### config.mk
export PLATFORM = sky130hd
export DESIGN_NAME = cbs_sequencer
export DESIGN_NICKNAME = d
export VERILOG_FILES = /design/src/pkg/cbs_pkg.sv /design/src/verilog/cbs_sequencer.sv
export SDC_FILE = /design/constraint.sdc
export NUM_CORES = 1
export LEC_CHECK = 0
export BUFFER_PORTS_ARGS = -buffer_cell sky130_fd_sc_hd__buf_4
export CELL_PAD_IN_SITES_DETAIL_PLACEMENT = 2
export CELL_PAD_IN_SITES_GLOBAL_PLACEMENT = 2
export CORE_ASPECT_RATIO = 0.9
export CORE_MARGIN = 2
export CORE_UTILIZATION = 32
export CTS_CLUSTER_DIAMETER = 60
export DETAILED_ROUTE_END_ITERATION = 6
export MAX_ROUTING_LAYER = met4
export PLACE_DENSITY_LB_ADDON = 0.1
export SETUP_SLACK_MARGIN = 0.3
export SYNTH_ARGS = -nofsm -noshare
export SYNTH_HDL_FRONTEND = slang
export SYNTH_SLANG_ARGS = --single-unit
export TNS_END_PERCENT = 50
### constraint.sdc
create_clock -name clock_in -period 4.54 [get_ports clock_in]
set_clock_uncertainty 0.15 [all_clocks]
set_input_delay 0.227 -clock clock_in [delete_from_list [all_inputs] [get_ports clock_in]]
set_output_delay 0.227 -clock clock_in [all_outputs]
set_load 0.02 [all_outputs]
### src/pkg/cbs_pkg.sv
// Contract
// - cycles last four or more T-states
// - address first, then read or write strobe
// - target address driven during T1
// - write data driven T2 through T4
// - read floats in T2, samples T3-T4; code takes the pins from the cycle before the last T3/TW
// - cycles only for exec or prefetch refill
// - wait states inserted between T3, T4
// - bus data unchanged during wait states
// - wide variant floats or drives low lines
// - status on upper lines from T2 on
// - strobes drop in T4, target deselects
// - middle address byte held whole cycle
// - low byte: address off in T2
// - strap high enables own control outputs
// - fetch when queue has room, no exec
// - running fetch finishes before exec served
package cbs_pkg;

	// ----------------------------------------
	// bus cycle states, one-hot
	// ----------------------------------------
	typedef enum logic [5:0] {
		ST_TI = 6'h01, // idle between cycles
		ST_T1 = 6'h02, // address phase
		ST_T2 = 6'h04, // turnaround, status out
		ST_T3 = 6'h08, // data phase
		ST_TW = 6'h10, // wait state
		ST_T4 = 6'h20 // cycle end
	} cbs_state_t;

	// ----------------------------------------
	// constants
	// ----------------------------------------
	localparam int CBS_QUEUE_DEPTH = 4; // prefetch bytes
	localparam logic [19:0] CBS_RESET_FETCH_ADDR = 20'hFFFF0;
	localparam logic [1:0] CBS_SEG_CODE = 2'h2; // code segment tag
	localparam logic [7:0] CBS_DATA_RESET = 8'h00;
	localparam logic [19:0] CBS_ADDR_RESET = 20'h00000;

endpackage

### src/verilog/cbs_sequencer.sv
`timescale 1ns/1ps
module cbs_sequencer
	import cbs_pkg::*;
#(
	parameter int QDEPTH = CBS_QUEUE_DEPTH
) (
	input wire logic clock_in,
	input wire logic rst_b_in,
	// pins
	input wire logic ready_in, // async target ready
	input wire logic config_strap_in, // high: own control outputs
	input wire logic [7:0] mux_addr_data_low_in,
	output logic [7:0] mux_addr_data_low_out,
	output logic mux_addr_data_low_oe_b_out,
	output logic [7:0] addr_mid_byte_out,
	output logic [3:0] addr_status_high_out,
	output logic addr_oe_b_out,
	output logic addr_latch_strobe_out,
	output logic read_strobe_out,
	output logic write_strobe_out,
	output logic io_mem_sel_out,
	output logic xfer_direction_out,
	output logic data_buf_enable_out,
	output logic status_bit_min_out,
	output logic bus_release_ack_out,
	output logic irq_acknowledge_out,
	output logic ctrl_oe_b_out,
	// exec unit side
	input wire logic exec_req_in,
	input wire logic exec_write_in,
	input wire logic exec_io_in,
	input wire logic [1:0] exec_seg_in,
	input wire logic [19:0] exec_addr_in,
	input wire logic [7:0] exec_wdata_in,
	output logic exec_done_out,
	output logic [7:0] exec_rdata_out,
	// prefetch queue side
	input wire logic q_pop_in,
	input wire logic q_flush_in,
	input wire logic [19:0] q_flush_addr_in,
	output logic q_valid_out,
	output logic [7:0] q_byte_out
);

	// ----------------------------------------
	// synchronisers for pin inputs
	// ----------------------------------------
	logic ready_s1_r, ready_s2_r; // ready two-stage
	logic strap_s1_r, strap_s2_r; // strap two-stage
	logic [7:0] din_s1_r, din_s2_r; // bus data two-stage

	// first stages feed only the second stages
	always_ff @(posedge clock_in or negedge rst_b_in) begin
		if (!rst_b_in) begin
			ready_s1_r <= 1'b0;
			ready_s2_r <= 1'b0;
			strap_s1_r <= 1'b0;
			strap_s2_r <= 1'b0;
			din_s1_r <= CBS_DATA_RESET;
			din_s2_r <= CBS_DATA_RESET;
		end else begin
			ready_s1_r <= ready_in;
			ready_s2_r <= ready_s1_r;
			strap_s1_r <= config_strap_in;
			strap_s2_r <= strap_s1_r;
			din_s1_r <= mux_addr_data_low_in;
			din_s2_r <= din_s1_r;
		end
	end

	// ----------------------------------------
	// state and cycle registers
	// ----------------------------------------
	cbs_state_t state_r, state_nxt;
	logic [19:0] cyc_addr_r; // latched target address
	logic [7:0] cyc_wdata_r; // latched write data
	logic cyc_write_r, cyc_io_r, cyc_fetch_r;
	logic [1:0] cyc_seg_r; // segment tag for status
	logic discard_r; // fetch byte dropped after flush
	logic [19:0] fetch_addr_r; // next prefetch address
	logic [7:0] q_mem_r [QDEPTH]; // prefetch storage
	logic [1:0] q_wr_r, q_rd_r; // queue pointers
	logic [2:0] q_cnt_r; // bytes held
	logic exec_done_r;
	logic [7:0] exec_rdata_r;

	// ----------------------------------------
	// decode
	// ----------------------------------------
	wire in_ti = (state_r == ST_TI);
	wire in_t1 = (state_r == ST_T1);
	wire in_t2 = (state_r == ST_T2);
	wire in_t3 = (state_r == ST_T3);
	wire in_tw = (state_r == ST_TW);
	wire in_t4 = (state_r == ST_T4);
	wire strobe_ph = in_t2 | in_t3 | in_tw; // strobes live here
	// a cycle may begin from idle or straight after T4
	wire start_ok = in_ti | in_t4;
	wire push = in_t4 & cyc_fetch_r & ~discard_r;
	wire pop = q_pop_in & (q_cnt_r != 3'h0) & ~q_flush_in;
	wire [2:0] q_cnt_eff = q_cnt_r + {2'h0, push};
	// the just-served request is masked in its T4 and the cycle after, while done is high
	wire exec_mask = exec_done_r | (in_t4 & ~cyc_fetch_r);
	wire take_exec = start_ok & exec_req_in & ~exec_mask;
	// refill only with room and no pending exec request
	wire take_fetch = start_ok & ~exec_req_in & ~q_flush_in
		& (q_cnt_eff < 3'(QDEPTH));
	wire take = take_exec | take_fetch;

	// ----------------------------------------
	// T-state sequencing
	// ----------------------------------------
	always_comb begin
		case (state_r)
			ST_TI: state_nxt = take ? ST_T1 : ST_TI;
			ST_T1: state_nxt = ST_T2;
			ST_T2: state_nxt = ST_T3;
			// ready seen at end of T3 or a wait leads to T4
			ST_T3: state_nxt = ready_s2_r ? ST_T4 : ST_TW;
			ST_TW: state_nxt = ready_s2_r ? ST_T4 : ST_TW;
			ST_T4: state_nxt = take ? ST_T1 : ST_TI;
			default: state_nxt = ST_TI;
		endcase
	end

	// state register
	always_ff @(posedge clock_in or negedge rst_b_in) begin
		if (!rst_b_in) begin
			state_r <= ST_TI;
		end else begin
			state_r <= state_nxt;
		end
	end

	// cycle parameters captured when a cycle is taken
	always_ff @(posedge clock_in or negedge rst_b_in) begin
		if (!rst_b_in) begin
			cyc_addr_r <= CBS_ADDR_RESET;
			cyc_wdata_r <= CBS_DATA_RESET;
			cyc_write_r <= 1'b0;
			cyc_io_r <= 1'b0;
			cyc_fetch_r <= 1'b0;
			cyc_seg_r <= 2'h0;
		end else if (take_exec) begin
			cyc_addr_r <= exec_addr_in;
			cyc_wdata_r <= exec_wdata_in;
			cyc_write_r <= exec_write_in;
			cyc_io_r <= exec_io_in;
			cyc_fetch_r <= 1'b0;
			cyc_seg_r <= exec_seg_in;
		end else if (take_fetch) begin
			// exec wins over refill; fetch is a memory read
			cyc_addr_r <= fetch_addr_r;
			cyc_write_r <= 1'b0;
			cyc_io_r <= 1'b0;
			cyc_fetch_r <= 1'b1;
			cyc_seg_r <= CBS_SEG_CODE;
		end
	end

	// ----------------------------------------
	// prefetch queue and fetch pointer
	// ----------------------------------------
	// flush drops queue and marks an in-flight fetch stale
	always_ff @(posedge clock_in or negedge rst_b_in) begin
		if (!rst_b_in) begin
			fetch_addr_r <= CBS_RESET_FETCH_ADDR;
			discard_r <= 1'b0;
		end else if (q_flush_in) begin
			fetch_addr_r <= q_flush_addr_in;
			discard_r <= ~in_ti & ~(in_t4 & ~take);
		end else begin
			if (take_fetch) begin
				fetch_addr_r <= fetch_addr_r + 20'h00001;
			end
			if (take) begin
				discard_r <= 1'b0;
			end
		end
	end

	// queue storage, written with the byte read in the fetch
	always_ff @(posedge clock_in) begin
		if (push) begin
			q_mem_r[q_wr_r] <= din_s2_r;
		end
	end

	// pointers and count
	always_ff @(posedge clock_in or negedge rst_b_in) begin
		if (!rst_b_in) begin
			q_wr_r <= 2'h0;
			q_rd_r <= 2'h0;
			q_cnt_r <= 3'h0;
		end else if (q_flush_in) begin
			q_wr_r <= 2'h0;
			q_rd_r <= 2'h0;
			q_cnt_r <= 3'h0;
		end else begin
			q_wr_r <= q_wr_r + {1'b0, push};
			q_rd_r <= q_rd_r + {1'b0, pop};
			q_cnt_r <= q_cnt_r + {2'h0, push} - {2'h0, pop};
		end
	end

	assign q_valid_out = (q_cnt_r != 3'h0);
	assign q_byte_out = q_mem_r[q_rd_r];

	// ----------------------------------------
	// exec unit answer
	// ----------------------------------------
	// read byte taken at end of T4: pins from the cycle before the last T3/TW
	always_ff @(posedge clock_in or negedge rst_b_in) begin
		if (!rst_b_in) begin
			exec_done_r <= 1'b0;
			exec_rdata_r <= CBS_DATA_RESET;
		end else begin
			exec_done_r <= in_t4 & ~cyc_fetch_r;
			if (in_t4 & ~cyc_fetch_r & ~cyc_write_r) begin
				exec_rdata_r <= din_s2_r;
			end
		end
	end

	assign exec_done_out = exec_done_r;
	assign exec_rdata_out = exec_rdata_r;

	// ----------------------------------------
	// pin drive
	// ----------------------------------------
	// address in T1, write data T2..T4, float on read
	wire ad_drive = in_t1 | (cyc_write_r & ~in_ti & ~in_t1);
	assign mux_addr_data_low_oe_b_out = ~ad_drive;
	assign mux_addr_data_low_out = in_t1 ? cyc_addr_r[7:0]
		: cyc_wdata_r;
	// middle byte stays put from T1 through T4
	assign addr_mid_byte_out = cyc_addr_r[15:8];
	assign addr_oe_b_out = in_ti;
	// high address in T1, then status nibble
	assign addr_status_high_out = in_t1 ? cyc_addr_r[19:16]
		: {2'h0, cyc_seg_r};
	assign addr_latch_strobe_out = in_t1;
	// strobes follow the address and drop in T4
	assign read_strobe_out = strobe_ph & ~cyc_write_r;
	assign write_strobe_out = strobe_ph & cyc_write_r;
	assign io_mem_sel_out = cyc_io_r;
	assign xfer_direction_out = cyc_write_r;
	assign data_buf_enable_out = strobe_ph;
	assign status_bit_min_out = cyc_fetch_r;
	// hold and interrupt acknowledge are not served here
	assign bus_release_ack_out = 1'b0;
	assign irq_acknowledge_out = 1'b0;
	// strap low hands control pins to an external controller
	assign ctrl_oe_b_out = ~strap_s2_r;
endmodule

Word level (Yosys, flattened, before mapping):

Memory sizes are Yosys's and may differ from the RTL's.
Index checks and enable logic that the tools add are counted.

* add/subtract/negate cells: 5
* multipliers: 0
* reduce and logical (&&, ||, !) cells: 6
* equality and inequality tests: 6
* divide/modulo/power cells: 0
* muxes and demuxes: 23
* $lt $le $gt $ge: 1
* bitwise logic cells: 35
* shifts and indexed selects: 0

Operator list (number)
* $mux W20: 4
* $pmux W6 S4: 1
* $add A20 B1 Y20 const B: 1
* $and A1 B1 Y1: 17
* $not A1 Y1: 12
* $mux W2: 5
* $mux W1: 9
* $mux W8: 1
* $eq A6 B1 Y1 const B: 1
* $eq A6 B2 Y1 const B: 1
* $eq A6 B3 Y1 const B: 1
* $eq A6 B4 Y1 const B: 1
* $eq A6 B5 Y1 const B: 1
* $eq A6 B6 Y1 const B: 1
* $mux W6: 1
* $or A1 B1 Y1: 6
* $reduce_bool A2 Y1: 3
* $add A2 B1 Y2: 2
* $mux W4: 1
* $reduce_or A2 Y1: 2
* $add A3 B1 Y3: 1
* $lt A3 B3 Y1 const B: 1
* $mux W3: 1
* $reduce_bool A3 Y1: 1
* $sub A3 B1 Y3: 1

* memory bits (read-only): 0
* memories kept: 1
* memory bits (writable): 32
* bits in latches: 0
* bits in registers: 96

Memory list
* q_mem_r: words 4, bits a word 8, read ports 1, clocked after Yosys merged registers in 0, wr ports 1, line cbs_sequencer.sv:81 `logic [7:0] q_mem_r [QDEPTH];`

Longest topological paths before layout:

* depth in word-level cells: 12
* mapped depth: 12
* depth with buffers taken out: 11

Worst setup path after synthesis:

Ideal clock, no wire load.

* path type: reg2reg
* start: reg state_r[4]
* end: reg fetch_addr_r[11]
* data required time: 4313 ps
* data arrival time: 3118 ps
* stages on the path, launching flop included: 12
* library setup time: 77 ps
* setup slack: 1195 ps
* cell sequence: dfrtp_1 -> nor3_1 -> nand3_1 -> or3b_2 -> inv_1 -> ha_1 -> ha_1 -> xor2_1 -> or4_1 -> clkbuf_1 -> or4_1 -> a31oi_1

* longest elaborated chain between the ends: 7

RTL lines
* start, declared: line cbs_sequencer.sv:74 `cbs_state_t state_r, state_nxt;`
* start signal, assigned: line cbs_sequencer.sv:131 `state_r <= state_nxt;`
* $eq A6 B6 Y1: line cbs_sequencer.sv:95 `wire in_t4 = (state_r == ST_T4);`
* $and A1 B1 Y1 (2 in series): line cbs_sequencer.sv:99 `wire push = in_t4 & cyc_fetch_r & ~discard_r;`
* $add A3 B1 Y3: line cbs_sequencer.sv:101 `wire [2:0] q_cnt_eff = q_cnt_r + {2'h0, push};`
* $lt A3 B3 Y1: line cbs_sequencer.sv:107 `& (q_cnt_eff < 3'(QDEPTH));`
* $and A1 B1 Y1 (*): line cbs_sequencer.sv:107
* $reduce_bool A2 Y1 (no source line) (*)
* end signal, assigned: line cbs_sequencer.sv:170 `fetch_addr_r <= q_flush_addr_in;`
* end signal, assigned: line cbs_sequencer.sv:174 `fetch_addr_r <= fetch_addr_r + 20'h00001;`
* end, declared: line cbs_sequencer.sv:80 `logic [19:0] fetch_addr_r;`

Every way passes the cells marked *; elsewhere a longest branch is shown, timed or not.
A chain may end at the register's enable or synchronous reset.

Final worst setup path:

* start: reg state_r[2]
* end: reg fetch_addr_r[6]

Same word-level chain as after synthesis.

==> metrics.cfg <==
[die]
rows=45
ios=117
die_h_um=129.5
die-area_um2=18590
die_x_um=143.5
initial_core_util_pct=32.95
core_area_um2=17000

[setup_path]
critPathMaxFanout=8
worstSetupPathType=register to register
path_cells=nor3_1, nand3_1, or3b_2, inv_1, ha_1, ha_1, xor2_1, or4_1, or4_1, a31oi_1
cp-end-kind=register
max_stage_delay_ns=0.71
path_buf_inv=1
critical-path-top-delay-family=simple AND/OR/NAND/NOR gates
worstPathArrival_ns=4.01
worstPathRequired_ns=4.73
cp_slowest_cell=or4_1
start_kind=register

[pwr]
p_per_area_nw_per_um2=532.9
p_switching_mw=1.486
sw_frac_of_total_pct=35.32
leakagePower_nw=3.431
power_frac_clock_pct=34.0
ir_worst_vdd_mv=0.3104
power_frac_seq_pct=37.3
pwr-share-comb_pct=28.7
internal-power_mw=2.721

[yosys]
synth_edf_count=32
synth_top_area_cell=dfrtp_1
ys_top_cells_by_area=dfrtp_1 35%, edfxtp_1 17%, dfstp_2 8.0%, nand2_1 5.2%, mux4_2 3.2%
synth_top_area_share_pct=35.28
synthesis.instances=482
ys_ff_latch=128
async_flop_share_pct=75.00
synth_area_per_cell_um2=11.62
synth.distinct_cells=52
synth_seq_area_share_pct=60.41
syn_area_um2=5603
yosysWarnings=0
ys.flop_type=dfrtp_1

[timing]
worstMarginPinSlew_ns=0.8343
fmaxAchievable_ghz=0.2621
rsz0062_at_grt=no
tns_ns=0
finalSetupViolCount=0
setup_slack_ns=0.7250
period_share_pct=84.03
slew_violations=0
min_period_ns=3.815
slew_headroom_pct=44.38
whs_ns=0.02297
hold_viol=0

[final_layout]
syn2layout_area_growth_pct=40.91
fin_nets=728
drive_above_1_share_pct=29.24
finalNonFillerCells=902
num-fill-cells=1724
finish.utilization_pct=46.43
diodes=0

[clock_tree]
cts-root-buf=clkbuf_16
postCtsSetupRepairBufs=0
clk_path_buf_depth=2
clock_latency_ns=0.43
numCtsBuffers=17
htreeDepth=4
cts_sinks=128
tritoncts=built
clkSlewWorstSetupHoldPaths_ns=0.07

[routing]
drt_first_pass_iters=4
ant_nets=0
drc_errors=0
routed_wl_um=18230
num_vias=4595
drt_iter0_markers=202
detail_route.wl_per_cell_um=20.21
viasPerCell=5.094

[placed_design]
gp_routability_congestion=0.7899
io_buffers=114
place_ws_ns=0.8243
dpl.hpwl_um=12300
dp.cells=807

[grt]
grt_start_max_net_pins=62
grt-ovfl-total=0
grt_pass1_wl_um=28530
grt_usage_pct=21.31
first_global_vias=4955
antenna_found_initial=0

[worst_hold_path]
hold_path_class=input port to register

[run]
maxCapViolCount=0

[outcome]
outcome=finished clean

[per-layer routing]
metal  routed length (um)  share of wire, %  track usage (%)  vias to the layer above
met4                  197               1.1            5.767                        0
met3                  688               3.8            4.730                       15
met2                 9010                49            34.17                      104
li1                     -                 -                -                     2104
met5                    0                 0                -                        -
met1                 8331                46            27.45                     2372
[layout make-up]
| cell class | instances | area (um2) | area share, % |
|---|---|---|---|
| Clock buffer | 17 | 425.4 | 5.388 |
| Clock inverter | 15 | 185.2 | 2.345 |
| Inverter | 13 | 48.80 | 0.6181 |
| Multi-Input combinational cell | 307 | 1996 | 25.28 |
| Sequential cell | 128 | 3385 | 42.87 |
| Tap cell | 235 | 294.0 | 3.724 |
| Timing Repair Buffer | 187 | 1562 | 19.78 |
[logic make-up (layout without fill, tap and decap cells)]
kind of cell	count (synthesis)	after routing	share of synthesized area, %
other	1	2	0.06693
adders and majority gates	7	7	1.563
and+or+nand+nor	199	199	18.16
buffers and inverters	48	232	4.042
xor gates and xnor gates	7	7	1.094
muxes	17	17	5.002
AOI/OAI and AO/OA	75	75	9.670
DFF	128	128	60.41
[per-stage QoR]
step	power, mW	instance area [um2]
2_1_floorplan	2.271	5607
6_report	4.208	7895
5_1_grt	4.418	7895
3_3_place_gp	2.700	6654
3_5_place_dp	2.750	6654
4_1_cts	4.245	7895
[path summary, 6_finish.rpt]
| path | cells after the start | start | end | slack, ns |
|---|---|---|---|---|
| max | 10 | state_r[2] | fetch_addr_r[6] | 0.72 |
| min | 2 | q_flush_in | q_wr_r[1] | 0.02 |
| max reg2reg | 10 | state_r[2] | fetch_addr_r[6] | 0.72 |
| min reg2reg | 0 | din_s1_r[2] | din_s2_r[2] | 0.20 |
| max in group asynchronous | 3 | rst_b_in | fetch_addr_r[10] | 2.94 |
| min in group asynchronous | 2 | rst_b_in | cyc_addr_r[12] | 0.27 |
[power by group through the flow]
stage	combinational, mW	sequential, mW	clock [mW]
floorplan	0.744	1.53	0
global placement	1.12	1.58	0
detailed placement	1.17	1.58	0
CTS	1.22	1.57	1.46
global route	1.32	1.60	1.50
finish	1.21	1.57	1.43
[cells in the mapped netlist, types with 10 or more instances]
| cell | instances |
|---|---|
| nand3_1 | 11 |
| and2_1 | 17 |
| dfstp_2 | 17 |
| clkbuf_1 | 22 |
| inv_1 | 12 |
| a31oi_1 | 17 |
| edfxtp_1 | 32 |
| or4_1 | 21 |
| nand2_1 | 77 |
| a221o_1 | 15 |
| o21ai_0 | 13 |
| nor2_1 | 32 |
| dfrtp_1 | 79 |
| buf_4 | 10 |
| o31ai_1 | 11 |
[layout by cell type, fill, tap and decap left out, drive strengths merged, types with 9 or more instances in the layout]
cell / count
nor2: 32
inv: 24
o31ai: 11
buf: 124
or4: 23
dlygate4sd3: 63
a31oi: 17
a221o: 15
o21ai: 13
dfrtp: 79
nand2: 77
and2: 17
nand3: 11
edfxtp: 32
nand4: 9
clkbuf: 17
dfstp: 17
[registers in the layout, indices dropped and copies added (netlist names), 3 cells and up]
signal          cells
fetch_addr_r       20
din_s1_r            8
q_mem_r            32
cyc_wdata_r         8
cyc_addr_r         20
exec_rdata_out      8
state_r             6
q_cnt_r             3
din_s2_r            8
[what timing repair did]
| item | CTS | global route |
|---|---|---|
| hold endpoints to repair | 120 | 0 |
| endpoints found under the setup margin | 0 | 0 |
| gates resized for setup | 0 | 0 |
| hold buffers | 63 | 0 |
(Power assumes the default switching activity.)
